`src/logic/plc_action_pkg.sv`:
```
// Shared constants for the logic statement action engine
package plc_action_pkg;
  // Statement store
  localparam int NUM_STMT = 16;
  localparam int STMT_IDX_W = 4;
  localparam int TIMER_W = 16;
  localparam logic [3:0] LAST_STMT = 4'hf;
  // Byte positions inside one statement word
  localparam int COND1_LSB = 24;
  localparam int OPER_LSB = 16;
  localparam int COND2_LSB = 8;
  localparam int ACTION_LSB = 0;
  // Condition codes
  localparam logic [7:0] COND_FALSE = 8'h00;
  localparam logic [7:0] COND_TRUE = 8'h01;
  localparam logic [7:0] COND_DIN_FIRST = 8'h32;
  localparam logic [7:0] COND_DIN_LAST = 8'h39;
  localparam logic [7:0] COND_VAR_FIRST = 8'h64;
  localparam logic [7:0] COND_VAR_LAST = 8'h67;
  // Logic operator codes
  localparam logic [7:0] OP_OR = 8'h00;
  localparam logic [7:0] OP_AND = 8'h01;
  localparam logic [7:0] OP_XOR = 8'h02;
  localparam logic [7:0] OP_NOR = 8'h03;
  // Action codes
  localparam logic [7:0] ACT_PRESET_SEL = 8'h18;
  localparam logic [7:0] ACT_PRESET_BIT0 = 8'h19;
  localparam logic [7:0] ACT_PRESET_BIT3 = 8'h1c;
  localparam logic [7:0] ACT_TABLE_BIT0 = 8'h23;
  localparam logic [7:0] ACT_TABLE_BIT1 = 8'h24;
  localparam logic [7:0] ACT_RELAY2 = 8'h25;
  localparam logic [7:0] ACT_TORQUE = 8'h26;
  localparam logic [7:0] ACT_VAR_A = 8'h28;
  localparam logic [7:0] ACT_VAR_D = 8'h2b;
  localparam logic [7:0] ACT_TMR_A_ZERO = 8'h32;
  localparam logic [7:0] ACT_TMR_A_PRESET = 8'h33;
  localparam logic [7:0] ACT_TMR_B_ZERO = 8'h34;
  localparam logic [7:0] ACT_TMR_B_PRESET = 8'h35;
  // Preset index that means zero speed
  localparam logic [3:0] PRESET_ZERO_IDX = 4'hf;
  // Reset values
  localparam logic [31:0] STMT_RESET = 32'h0000_0000;
  localparam logic [TIMER_W-1:0] TIMER_RESET = 16'h0000;
  // Scanner states
  typedef enum logic [2:0] {
    ST_IDLE = 3'b001,
    ST_SCAN = 3'b010,
    ST_COMMIT = 3'b100
  } scan_state_t;
endpackage

```
`src/logic/stmt_eval_if.sv`:
```
// Bundle between the scanner and the statement evaluator
`timescale 1ns/1ps
interface stmt_eval_if;
  logic [31:0] word; // Statement under evaluation
  logic [7:0] din; // Digital inputs 1 to 8
  logic [3:0] vars; // Logical variables A to D
  logic result; // Statement result
  logic [7:0] action; // Action byte of the statement
  modport evaluator (input word, input din, input vars,
    output result, output action);
  modport scanner (output word, output din, output vars,
    input result, input action);
endinterface

```
`src/logic/stmt_evaluator.sv`:
```
// Combinational evaluation of one logic statement word
`timescale 1ns/1ps
module stmt_evaluator
  import plc_action_pkg::*;
(
  // Statement and operands
  stmt_eval_if.evaluator ev
);
  logic [7:0] cond1_code; // First condition byte
  logic [7:0] oper_code; // Operator byte
  logic [7:0] cond2_code; // Second condition byte
  logic cond1; // First condition value
  logic cond2; // Second condition value

  // Unknown condition codes read as false, never as true
  function automatic logic cond_value(input logic [7:0] code,
    input logic [7:0] din, input logic [3:0] vars);
    logic val;
    val = 1'b0;
    if (code == COND_TRUE) begin
      val = 1'b1;
    end else if (code >= COND_DIN_FIRST && code <= COND_DIN_LAST) begin
      val = din[3'(code - COND_DIN_FIRST)];
    end else if (code >= COND_VAR_FIRST && code <= COND_VAR_LAST) begin
      val = vars[2'(code - COND_VAR_FIRST)];
    end
    return val;
  endfunction

  // Split the word into its four bytes
  always_comb begin
    cond1_code = ev.word[COND1_LSB +: 8];
    oper_code = ev.word[OPER_LSB +: 8];
    cond2_code = ev.word[COND2_LSB +: 8];
    ev.action = ev.word[ACTION_LSB +: 8];
  end

  // Combine both conditions
  always_comb begin
    cond1 = cond_value(cond1_code, ev.din, ev.vars);
    cond2 = cond_value(cond2_code, ev.din, ev.vars);
    case (oper_code)
      OP_OR: ev.result = cond1 | cond2;
      OP_AND: ev.result = cond1 & cond2;
      OP_XOR: ev.result = cond1 ^ cond2;
      OP_NOR: ev.result = ~(cond1 | cond2);
      default: ev.result = 1'b0;
    endcase
  end
endmodule

```
`src/logic/plc_action_engine.sv`:
```
// Logic statement scanner and action side of the drive logic mode
`timescale 1ns/1ps
// How it works
// - action 36 drives table index bit 1
// - action 37 drives relay 2 when selected
// - action 38 picks torque, ignored under V/F
// - actions 40-43 write variables A-D
// - action 50 zeroes timer A when true
// - action 51 loads timer A preset
// - action 53 loads timer B preset
// - preset index 0-14 speeds, 15 zero speed
// - table index 0-3 selects tables 1-4
// - statement word is cond.op.cond.action bytes
// - NOR with false means first condition low
// - OR is true if either condition true
// - unprogrammed preset index stays zero
// - action 24 takes speed from preset table
// - actions 25-28 drive preset index bits
// - action 35 drives table index bit 0
module plc_action_engine
  import plc_action_pkg::*;
(
  // Clock and reset
  input wire logic ref_clk,
  input wire logic rst_n,
  // Configuration
  input wire logic plc_mode_en,
  input wire logic relay2_source_plc,
  input wire logic vf_mode,
  input wire logic [TIMER_W-1:0] timer_a_preset_count,
  input wire logic [TIMER_W-1:0] timer_b_preset_count,
  // Statement store write port
  input wire logic stmt_wr_en,
  input wire logic [STMT_IDX_W-1:0] stmt_wr_idx,
  input wire logic [31:0] stmt_wr_data,
  // Drive inputs
  input wire logic [7:0] dig_in,
  input wire logic timer_tick,
  // Speed reference selection
  output logic preset_speed_enable,
  output logic [3:0] preset_speed_index,
  output logic [14:0] preset_onehot,
  output logic zero_speed,
  // Parameter table selection
  output logic [1:0] param_table_index,
  output logic [3:0] param_table_onehot,
  // Drive control
  output logic relay2_out,
  output logic torque_mode,
  output logic [3:0] logic_vars,
  // Timers
  output logic [TIMER_W-1:0] timer_a_count,
  output logic [TIMER_W-1:0] timer_b_count,
  output logic timer_a_done,
  output logic timer_b_done,
  // Scan status
  output logic scan_done
);
  // Statement store
  logic [31:0] stmt_mem_q [NUM_STMT];
  logic [31:0] stmt_mem_d [NUM_STMT];
  // Scanner
  scan_state_t state_q, state_d;
  logic [STMT_IDX_W-1:0] idx_q, idx_d;
  // Shadow values built up during one scan
  logic shd_psel_q, shd_psel_d; // Preset/analog select
  logic [3:0] shd_pidx_q, shd_pidx_d; // Preset index
  logic [1:0] shd_tidx_q, shd_tidx_d; // Table index
  logic shd_relay_q, shd_relay_d; // Relay 2 request
  logic shd_torque_q, shd_torque_d; // Torque request
  // Variables persist across scans and update at once
  logic [3:0] vars_q, vars_d;
  // Published outputs
  logic psel_q, psel_d;
  logic [3:0] pidx_q, pidx_d;
  logic [14:0] ponehot_q, ponehot_d;
  logic zspeed_q, zspeed_d;
  logic [1:0] tidx_q, tidx_d;
  logic [3:0] tonehot_q, tonehot_d;
  logic relay_q, relay_d;
  logic torque_q, torque_d;
  logic done_q, done_d;
  // Timers
  logic [TIMER_W-1:0] tmr_q [2];
  logic [TIMER_W-1:0] tmr_d [2];
  logic [TIMER_W-1:0] tmr_preset [2];
  logic [1:0] tmr_zero; // Load-zero strobes
  logic [1:0] tmr_load; // Load-preset strobes
  // Evaluator link
  logic active; // A statement is being applied
  logic res; // Its result
  logic [7:0] act; // Its action code

  stmt_eval_if eval_bus ();

  stmt_evaluator u_eval (
    .ev(eval_bus.evaluator)
  );

  // Feed the current statement to the evaluator
  always_comb begin
    eval_bus.word = stmt_mem_q[idx_q];
    eval_bus.din = dig_in;
    eval_bus.vars = vars_q;
    res = eval_bus.result;
    act = eval_bus.action;
    active = (state_q == ST_SCAN);
  end

  // Store writes; a rewrite takes effect on the next scan of that entry
  always_comb begin
    stmt_mem_d = stmt_mem_q;
    if (stmt_wr_en) begin
      stmt_mem_d[stmt_wr_idx] = stmt_wr_data;
    end
  end

  // Scan sequencer: one statement per clock, lowest number first
  always_comb begin
    state_d = state_q;
    idx_d = idx_q;
    done_d = 1'b0;
    case (state_q)
      ST_IDLE: begin
        idx_d = '0;
        if (plc_mode_en) begin
          state_d = ST_SCAN;
        end
      end
      ST_SCAN: begin
        if (idx_q == LAST_STMT) begin
          state_d = ST_COMMIT;
        end else begin
          idx_d = idx_q + 4'h1;
        end
      end
      ST_COMMIT: begin
        done_d = 1'b1;
        idx_d = '0;
        state_d = plc_mode_en ? ST_SCAN : ST_IDLE;
      end
      default: begin
        state_d = ST_IDLE;
        idx_d = '0;
      end
    endcase
  end

  // Apply the action of the current statement to the shadows
  always_comb begin
    shd_psel_d = shd_psel_q;
    shd_pidx_d = shd_pidx_q;
    shd_tidx_d = shd_tidx_q;
    shd_relay_d = shd_relay_q;
    shd_torque_d = shd_torque_q;
    vars_d = vars_q;
    if (state_q == ST_COMMIT || state_q == ST_IDLE) begin
      // Shadows restart cleared so unused actions read as reset
      shd_psel_d = 1'b0;
      shd_pidx_d = 4'h0;
      shd_tidx_d = 2'h0;
      shd_relay_d = 1'b0;
      shd_torque_d = 1'b0;
    end else if (active) begin
      if (act == ACT_PRESET_SEL) begin
        shd_psel_d = res;
      end
      if (act >= ACT_PRESET_BIT0 && act <= ACT_PRESET_BIT3) begin
        shd_pidx_d[2'(act - ACT_PRESET_BIT0)] = res;
      end
      if (act == ACT_TABLE_BIT0) begin
        shd_tidx_d[0] = res;
      end
      if (act == ACT_TABLE_BIT1) begin
        shd_tidx_d[1] = res;
      end
      if (act == ACT_RELAY2) begin
        shd_relay_d = res;
      end
      if (act == ACT_TORQUE) begin
        shd_torque_d = res;
      end
      if (act >= ACT_VAR_A && act <= ACT_VAR_D) begin
        // Later statements see this value on the next clock
        vars_d[2'(act - ACT_VAR_A)] = res;
      end
    end
  end

  // Publish the finished scan in one step so outputs never glitch
  always_comb begin
    psel_d = psel_q;
    pidx_d = pidx_q;
    ponehot_d = ponehot_q;
    zspeed_d = zspeed_q;
    tidx_d = tidx_q;
    tonehot_d = tonehot_q;
    relay_d = relay_q;
    torque_d = torque_q;
    if (state_q == ST_COMMIT) begin
      psel_d = shd_psel_q;
      pidx_d = shd_pidx_q;
      zspeed_d = (shd_pidx_q == PRESET_ZERO_IDX);
      ponehot_d = 15'h0000;
      if (shd_pidx_q != PRESET_ZERO_IDX) begin
        ponehot_d[shd_pidx_q] = 1'b1;
      end
      tidx_d = shd_tidx_q;
      tonehot_d = 4'h1 << shd_tidx_q;
      relay_d = shd_relay_q & relay2_source_plc;
      torque_d = shd_torque_q & ~vf_mode;
    end else if (state_q == ST_IDLE) begin
      // Outside logic mode the published outputs rest at defaults; variables hold
      psel_d = 1'b0;
      pidx_d = 4'h0;
      ponehot_d = 15'h0001;
      zspeed_d = 1'b0;
      tidx_d = 2'h0;
      tonehot_d = 4'h1;
      relay_d = 1'b0;
      torque_d = 1'b0;
    end
    // Mode inputs gate at once, not only at the next commit
    if (!relay2_source_plc) begin
      relay_d = 1'b0;
    end
    if (vf_mode) begin
      torque_d = 1'b0;
    end
  end

  // Timer load strobes from the action under evaluation
  always_comb begin
    tmr_zero[0] = active && res && act == ACT_TMR_A_ZERO;
    tmr_load[0] = active && res && act == ACT_TMR_A_PRESET;
    tmr_zero[1] = active && res && act == ACT_TMR_B_ZERO;
    tmr_load[1] = active && res && act == ACT_TMR_B_PRESET;
    tmr_preset[0] = timer_a_preset_count;
    tmr_preset[1] = timer_b_preset_count;
  end

  // Timers: a load beats a tick in the same clock
  for (genvar t = 0; t < 2; t++) begin : g_tmr
    always_comb begin
      tmr_d[t] = tmr_q[t];
      if (tmr_zero[t]) begin
        tmr_d[t] = TIMER_RESET;
      end else if (tmr_load[t]) begin
        tmr_d[t] = tmr_preset[t];
      end else if (timer_tick && tmr_q[t] < tmr_preset[t]) begin
        tmr_d[t] = tmr_q[t] + 16'h0001;
      end
    end
  end

  // Register every group
  always_ff @(posedge ref_clk) begin
    if (!rst_n) begin
      for (int i = 0; i < NUM_STMT; i++) begin
        stmt_mem_q[i] <= STMT_RESET;
      end
      state_q <= ST_IDLE;
      idx_q <= '0;
      shd_psel_q <= 1'b0;
      shd_pidx_q <= 4'h0;
      shd_tidx_q <= 2'h0;
      shd_relay_q <= 1'b0;
      shd_torque_q <= 1'b0;
      vars_q <= 4'h0;
      psel_q <= 1'b0;
      pidx_q <= 4'h0;
      ponehot_q <= 15'h0001;
      zspeed_q <= 1'b0;
      tidx_q <= 2'h0;
      tonehot_q <= 4'h1;
      relay_q <= 1'b0;
      torque_q <= 1'b0;
      done_q <= 1'b0;
      tmr_q[0] <= TIMER_RESET;
      tmr_q[1] <= TIMER_RESET;
    end else begin
      stmt_mem_q <= stmt_mem_d;
      state_q <= state_d;
      idx_q <= idx_d;
      shd_psel_q <= shd_psel_d;
      shd_pidx_q <= shd_pidx_d;
      shd_tidx_q <= shd_tidx_d;
      shd_relay_q <= shd_relay_d;
      shd_torque_q <= shd_torque_d;
      vars_q <= vars_d;
      psel_q <= psel_d;
      pidx_q <= pidx_d;
      ponehot_q <= ponehot_d;
      zspeed_q <= zspeed_d;
      tidx_q <= tidx_d;
      tonehot_q <= tonehot_d;
      relay_q <= relay_d;
      torque_q <= torque_d;
      done_q <= done_d;
      tmr_q <= tmr_d;
    end
  end

  // Output wiring
  always_comb begin
    preset_speed_enable = psel_q;
    preset_speed_index = pidx_q;
    preset_onehot = ponehot_q;
    zero_speed = zspeed_q;
    param_table_index = tidx_q;
    param_table_onehot = tonehot_q;
    relay2_out = relay_q;
    torque_mode = torque_q;
    logic_vars = vars_q;
    timer_a_count = tmr_q[0];
    timer_b_count = tmr_q[1];
    timer_a_done = (tmr_q[0] == timer_a_preset_count);
    timer_b_done = (tmr_q[1] == timer_b_preset_count);
    scan_done = done_q;
  end
endmodule

```
`config.mk`:
```
export PLATFORM = sky130hd
export DESIGN_NAME = plc_action_engine
export DESIGN_NICKNAME = d
export VERILOG_FILES = /design/src/logic/plc_action_pkg.sv /design/src/logic/stmt_eval_if.sv /design/src/logic/stmt_evaluator.sv /design/src/logic/plc_action_engine.sv
export SDC_FILE = /design/constraint.sdc
export NUM_CORES = 2
export LEC_CHECK = 0
export BUFFER_PORTS_ARGS = -buffer_cell sky130_fd_sc_hd__buf_2
export CORE_MARGIN = 3
export CORE_UTILIZATION = 45
export CTS_CLUSTER_DIAMETER = 120
export DETAILED_ROUTE_END_ITERATION = 10
export SYNTH_ARGS = -nofsm -noshare
export SYNTH_HDL_FRONTEND = slang
export SYNTH_SLANG_ARGS = --single-unit
```
`constraint.sdc`:
```
create_clock -name ref_clk -period 5.25 [get_ports ref_clk]
set_input_delay 0.2625 -clock ref_clk [delete_from_list [all_inputs] [get_ports ref_clk]]
set_output_delay 0.2625 -clock ref_clk [all_outputs]
set_load 0.1 [all_outputs]
```
==> impl_metrics.csv <==
group,metric,value,unit
status,status,"completed",
cells_and_area,syn_to_final_growth,14.2,%
timing,fin_crit_sh,95.6,%
worst_setup_path,critPathBufInv,2,
worst_setup_path,startpoint,"idx_q[0]$_SDFFE_PN0P_",
pwr,p_int,7.19,mW
clock_network,ctsLongestPathBuffers,3,
worst_setup_path,start_kind,"flop",
pwr,seqPwrFrac,48.7,%
drt,drtAntennaViolNets,0,
pwr,p_sw,2.25,mW
worst_setup_path,worstPathCellList,"buf_12 > mux4_2 > mux4_2 > clkinv_1 > nand2b_1 > or4_1 > a2111o_1 > o31a_1 > ha_1 > or3_1 > o211ai_1 > o311a_1 > nor2_2 > a41o_2 > a211oi_1",
worst_setup_path,critPathSlowestCell,"dfxtp_4",
worst_setup_path,critical_path_class,"reg -> reg",
grt,antenna_found_initial,5,
pwr,leakage,10.5,nW
grt,grt_usage,28.3,%
die,num_rows,88,
drt,wl,89700,µm
place,portBuffers,150,
worst_setup_path,r2r_start,"idx_q[0]$_SDFFE_PN0P_",
timing,setup_violations,0,
grt,grt_max_degree,202,
worst_setup_path,crit_end,"timer_b_count[9]$_SDFFE_PP0P_",
drt,vias_per_cell,5.81,
cells_and_area,fill_cells,5352,
drt,drtPass1Iterations,6,
worst_setup_path,slowest_delay,0.56,ns
place,gp_congestion,0.885,
min_path,hold_path_class,"in -> reg",
clock_network,cts_tree,"done",
synthesis,synthFlopType,"dfxtp_1",
drt,vias,23500,
pwr,p_sw_share,23.9,%
worst_setup_path,cp-end-kind,"flop",
synthesis,synth_edf_count,0,
synthesis,syn_area,26400,µm²
worst_setup_path,crit_family,"compound AO/OA/AOI/OAI gates",
place,dp_hpwl,53400,µm
pwr,p_clk_share,45.5,%
timing,holdWs,0.0280,ns
worst_setup_path,crit_required,5.77,ns
synthesis,syn_inst,3166,
worst_setup_path,r2r_end,"timer_b_count[9]$_SDFFE_PP0P_",
timing,hold_violations,0,
timing,max_slew_margin,19.6,%
cells_and_area,nNetsFinal,3350,
worst_setup_path,cp.depth,15,
clock_network,cts_sinks,594,
worst_setup_path,arrival,5.54,ns
synthesis,ys_seq_elements,594,
synthesis,synth.distinct_cells,75,
drt,drt_iter0_drc,2544,
pwr,ir_drop,0.000266,V
worst_setup_path,rr_worst_depth,15,
drt,drcViolationCount,0,
synthesis,postSynthAreaPerCell,8.34,µm²
clock_network,ctsHtreeMaxLevel,2,
timing,maxSlewViolCount,0,
timing,fin_skew,0.0353,ns
grt,overflow,0,
synthesis,yosysSeqAreaShare,45.0,%
clock_network,insertion_delay,0.64,ns
clock_network,cts_root_buf,"clkbuf_16",
worst_setup_path,path_max_fanout,20,
flow_run,maxCapViolCount,0,
clock_network,cts-buffers-inserted,61,
drt,avgRoutedWirePerCell,22.2,µm
timing,tns,0,ns
timing,worst_pin_slew,1.21,ns
timing,timing.fmax,199,MHz
grt,first_global_vias,22300,
die,die_w,248,µm
grt,grt_pass1_wl,133000,µm
clock_network,cts.clk_slew.worst_paths,0.06,ns
pwr,comb_power_share,5.8,%
timing,rsz0062_at_grt,"false",
worst_setup_path,path_common_cell,"mux4_2",
synthesis,synth_warnings,0,
die,die_h,248,µm
die,core,57900,µm²
die,start_util,45.6,%
die,io_pins,151,
worst_setup_path,r2r_setup_slack,0.23,ns
die,fp.dieArea,61600,µm²
synthesis,async_flop_share,0,%
pwr,p_per_area,313,nW/µm²
cells_and_area,drive_gt1_share,13.7,%
synthesis,syn-num-nets,3289,
timing,period_needed,5.02,ns
-- synthesized netlist by cell type, types with 17 or more instances --
library cell	count	share of area, %
nor4_1	26	0.62
mux2i_1	29	1.1
nor3_1	19	0.36
a21oi_1	531	10
mux4_1	32	3.2
nand3_1	25	0.47
mux4_2	82	7.0
dfxtp_1	594	45
a211oi_1	34	0.97
nand2_1	1088	15
clkbuf_1	230	3.3
ha_1	40	1.9
nor2_1	87	1.2
inv_1	50	0.71
o21ai_0	39	0.74
and3_1	17	0.40
-- stage by stage --
step	utilization, %	setup slack (ns)	std cells	area [µm²]	power, mW
2_1_floorplan	-	0.530	3166	26400	5.02
3_3_place_gp	47.7	0.361	3876	27600	5.19
3_5_place_dp	47.7	0.221	3876	27600	5.20
4_1_cts	52.0	0.173	4038	30100	9.49
5_1_grt	52.0	0.0391	4039	30100	9.71
6_report	52.1	0.232	4044	30100	9.44
-- state kept, by name, indices dropped and copies added, names as in the netlist --
name / cells
shd_pidx_q: 4
torque_mode: 1
relay2_out: 1
shd_psel_q: 1
param_table_index: 2
shd_relay_q: 1
preset_speed_enable: 1
timer_b_count: 16
shd_torque_q: 1
scan_done: 1
timer_a_count: 16
zero_speed: 1
state_q: 3
preset_onehot: 15
stmt_mem_q: 512
idx_q: 4
logic_vars: 4
shd_tidx_q: 2
param_table_onehot: 4
preset_speed_index: 4
-- how the worst min path moves through the flow --
stage                                                 start                                 to  slack, ns  cells after the start
after floorplan                                     vf_mode           torque_mode$_SDFFE_PP0P_       0.34                      1
after global placement    param_table_index[1]$_SDFFE_PN0P_  param_table_index[1]$_SDFFE_PN0P_       0.43                      2
after detailed placement                            vf_mode           torque_mode$_SDFFE_PP0P_       0.44                      2
after CTS                                  stmt_wr_data[14]       stmt_mem_q[174]$_SDFFE_PN0P_     0.0006                      3
after global routing                       stmt_wr_data[14]       stmt_mem_q[174]$_SDFFE_PN0P_       0.03                      3
final                                      stmt_wr_data[14]       stmt_mem_q[174]$_SDFFE_PN0P_       0.03                      3
-- what timing repair did --
| action | 4_1_cts | 5_1_grt |
|---|---|---|
| endpoints found under the hold margin | 250 | 0 |
| gates resized for setup | 0 | 2 |
| setup buffers | 0 | 1 |
| hold buffers | 52 | 0 |
| setup endpoints to repair | 0 | 14 |
-- cell usage in the layout, fill, tap and decap left out, types with 14 or more instances in the layout --
cell type	synthesis	final
buf_4	6	64
nor4_1	26	26
ha_1	40	40
nor2_1	87	74
a21oi_1	531	531
clkbuf_1	230	19
nand2b_1	15	15
mux4_2	82	82
nand2_1	1088	1088
dfxtp_1	594	590
nand3_1	25	21
nor3_1	19	15
inv_1	50	50
buf_2	12	150
and3_1	17	17
dlygate4sd3_1	0	52
clkbuf_16	0	61
mux2i_1	29	29
a211oi_1	34	34
o21ai_0	39	39
mux4_1	32	32
nand4_1	14	14
-- metal layers --
metal  wire [µm]  vias to the layer above  GRT usage (%)  part of all wire, %
met3        8850                      188           6.29                  9.9
met2       41200                     1052           45.8                   46
met1       37000                    11300           37.8                   41
met4        2710                        4           8.81                  3.0
li1            -                    10900              -                    -
met5          23                        -              0                0.026
-- cell type report --
class                      count  area (µm²)  area share (%)
multi-input combinational   2247       13200            43.9
tap                          765         957            3.17
clock inverter                17         189           0.627
timing repair buffer         271        1860            6.17
clock buffer                  93        1780            5.89
sequential                   594       11900            39.5
antenna                        5        12.5          0.0415
inverter                      52         203           0.672
-- worst min-delay path, cell delays in order --
cell and delay, ns:
buf_2 0.20, nand2_1 0.09, a21oi_1 0.05
-- cell families (layout without fill, tap and decap cells) --
logic type	Yosys count	after routing	synth area share, %
AO/OA/AOI/OAI	683	683	14.2
adder cells (fa/ha/maj)	40	40	1.90
AND/OR/NAND/NOR	1356	1356	21.1
XOR/XNOR	19	19	0.630
other	0	5	0
multiplexers	149	149	11.7
flip-flops	594	594	45.0
buffers and inverters	325	433	5.35
-- power by group through the flow --
| stage | Sequential, mW | Combinational [mW] | Clock, mW |
|---|---|---|---|
| after floorplan | 4.72 | 0.309 | 0 |
| after global placement | 4.69 | 0.492 | 0 |
| after detailed placement | 4.70 | 0.506 | 0 |
| after CTS | 4.60 | 0.538 | 4.36 |
| after global routing | 4.60 | 0.591 | 4.52 |
| final | 4.60 | 0.549 | 4.30 |
(Power assumes the default switching activity.)
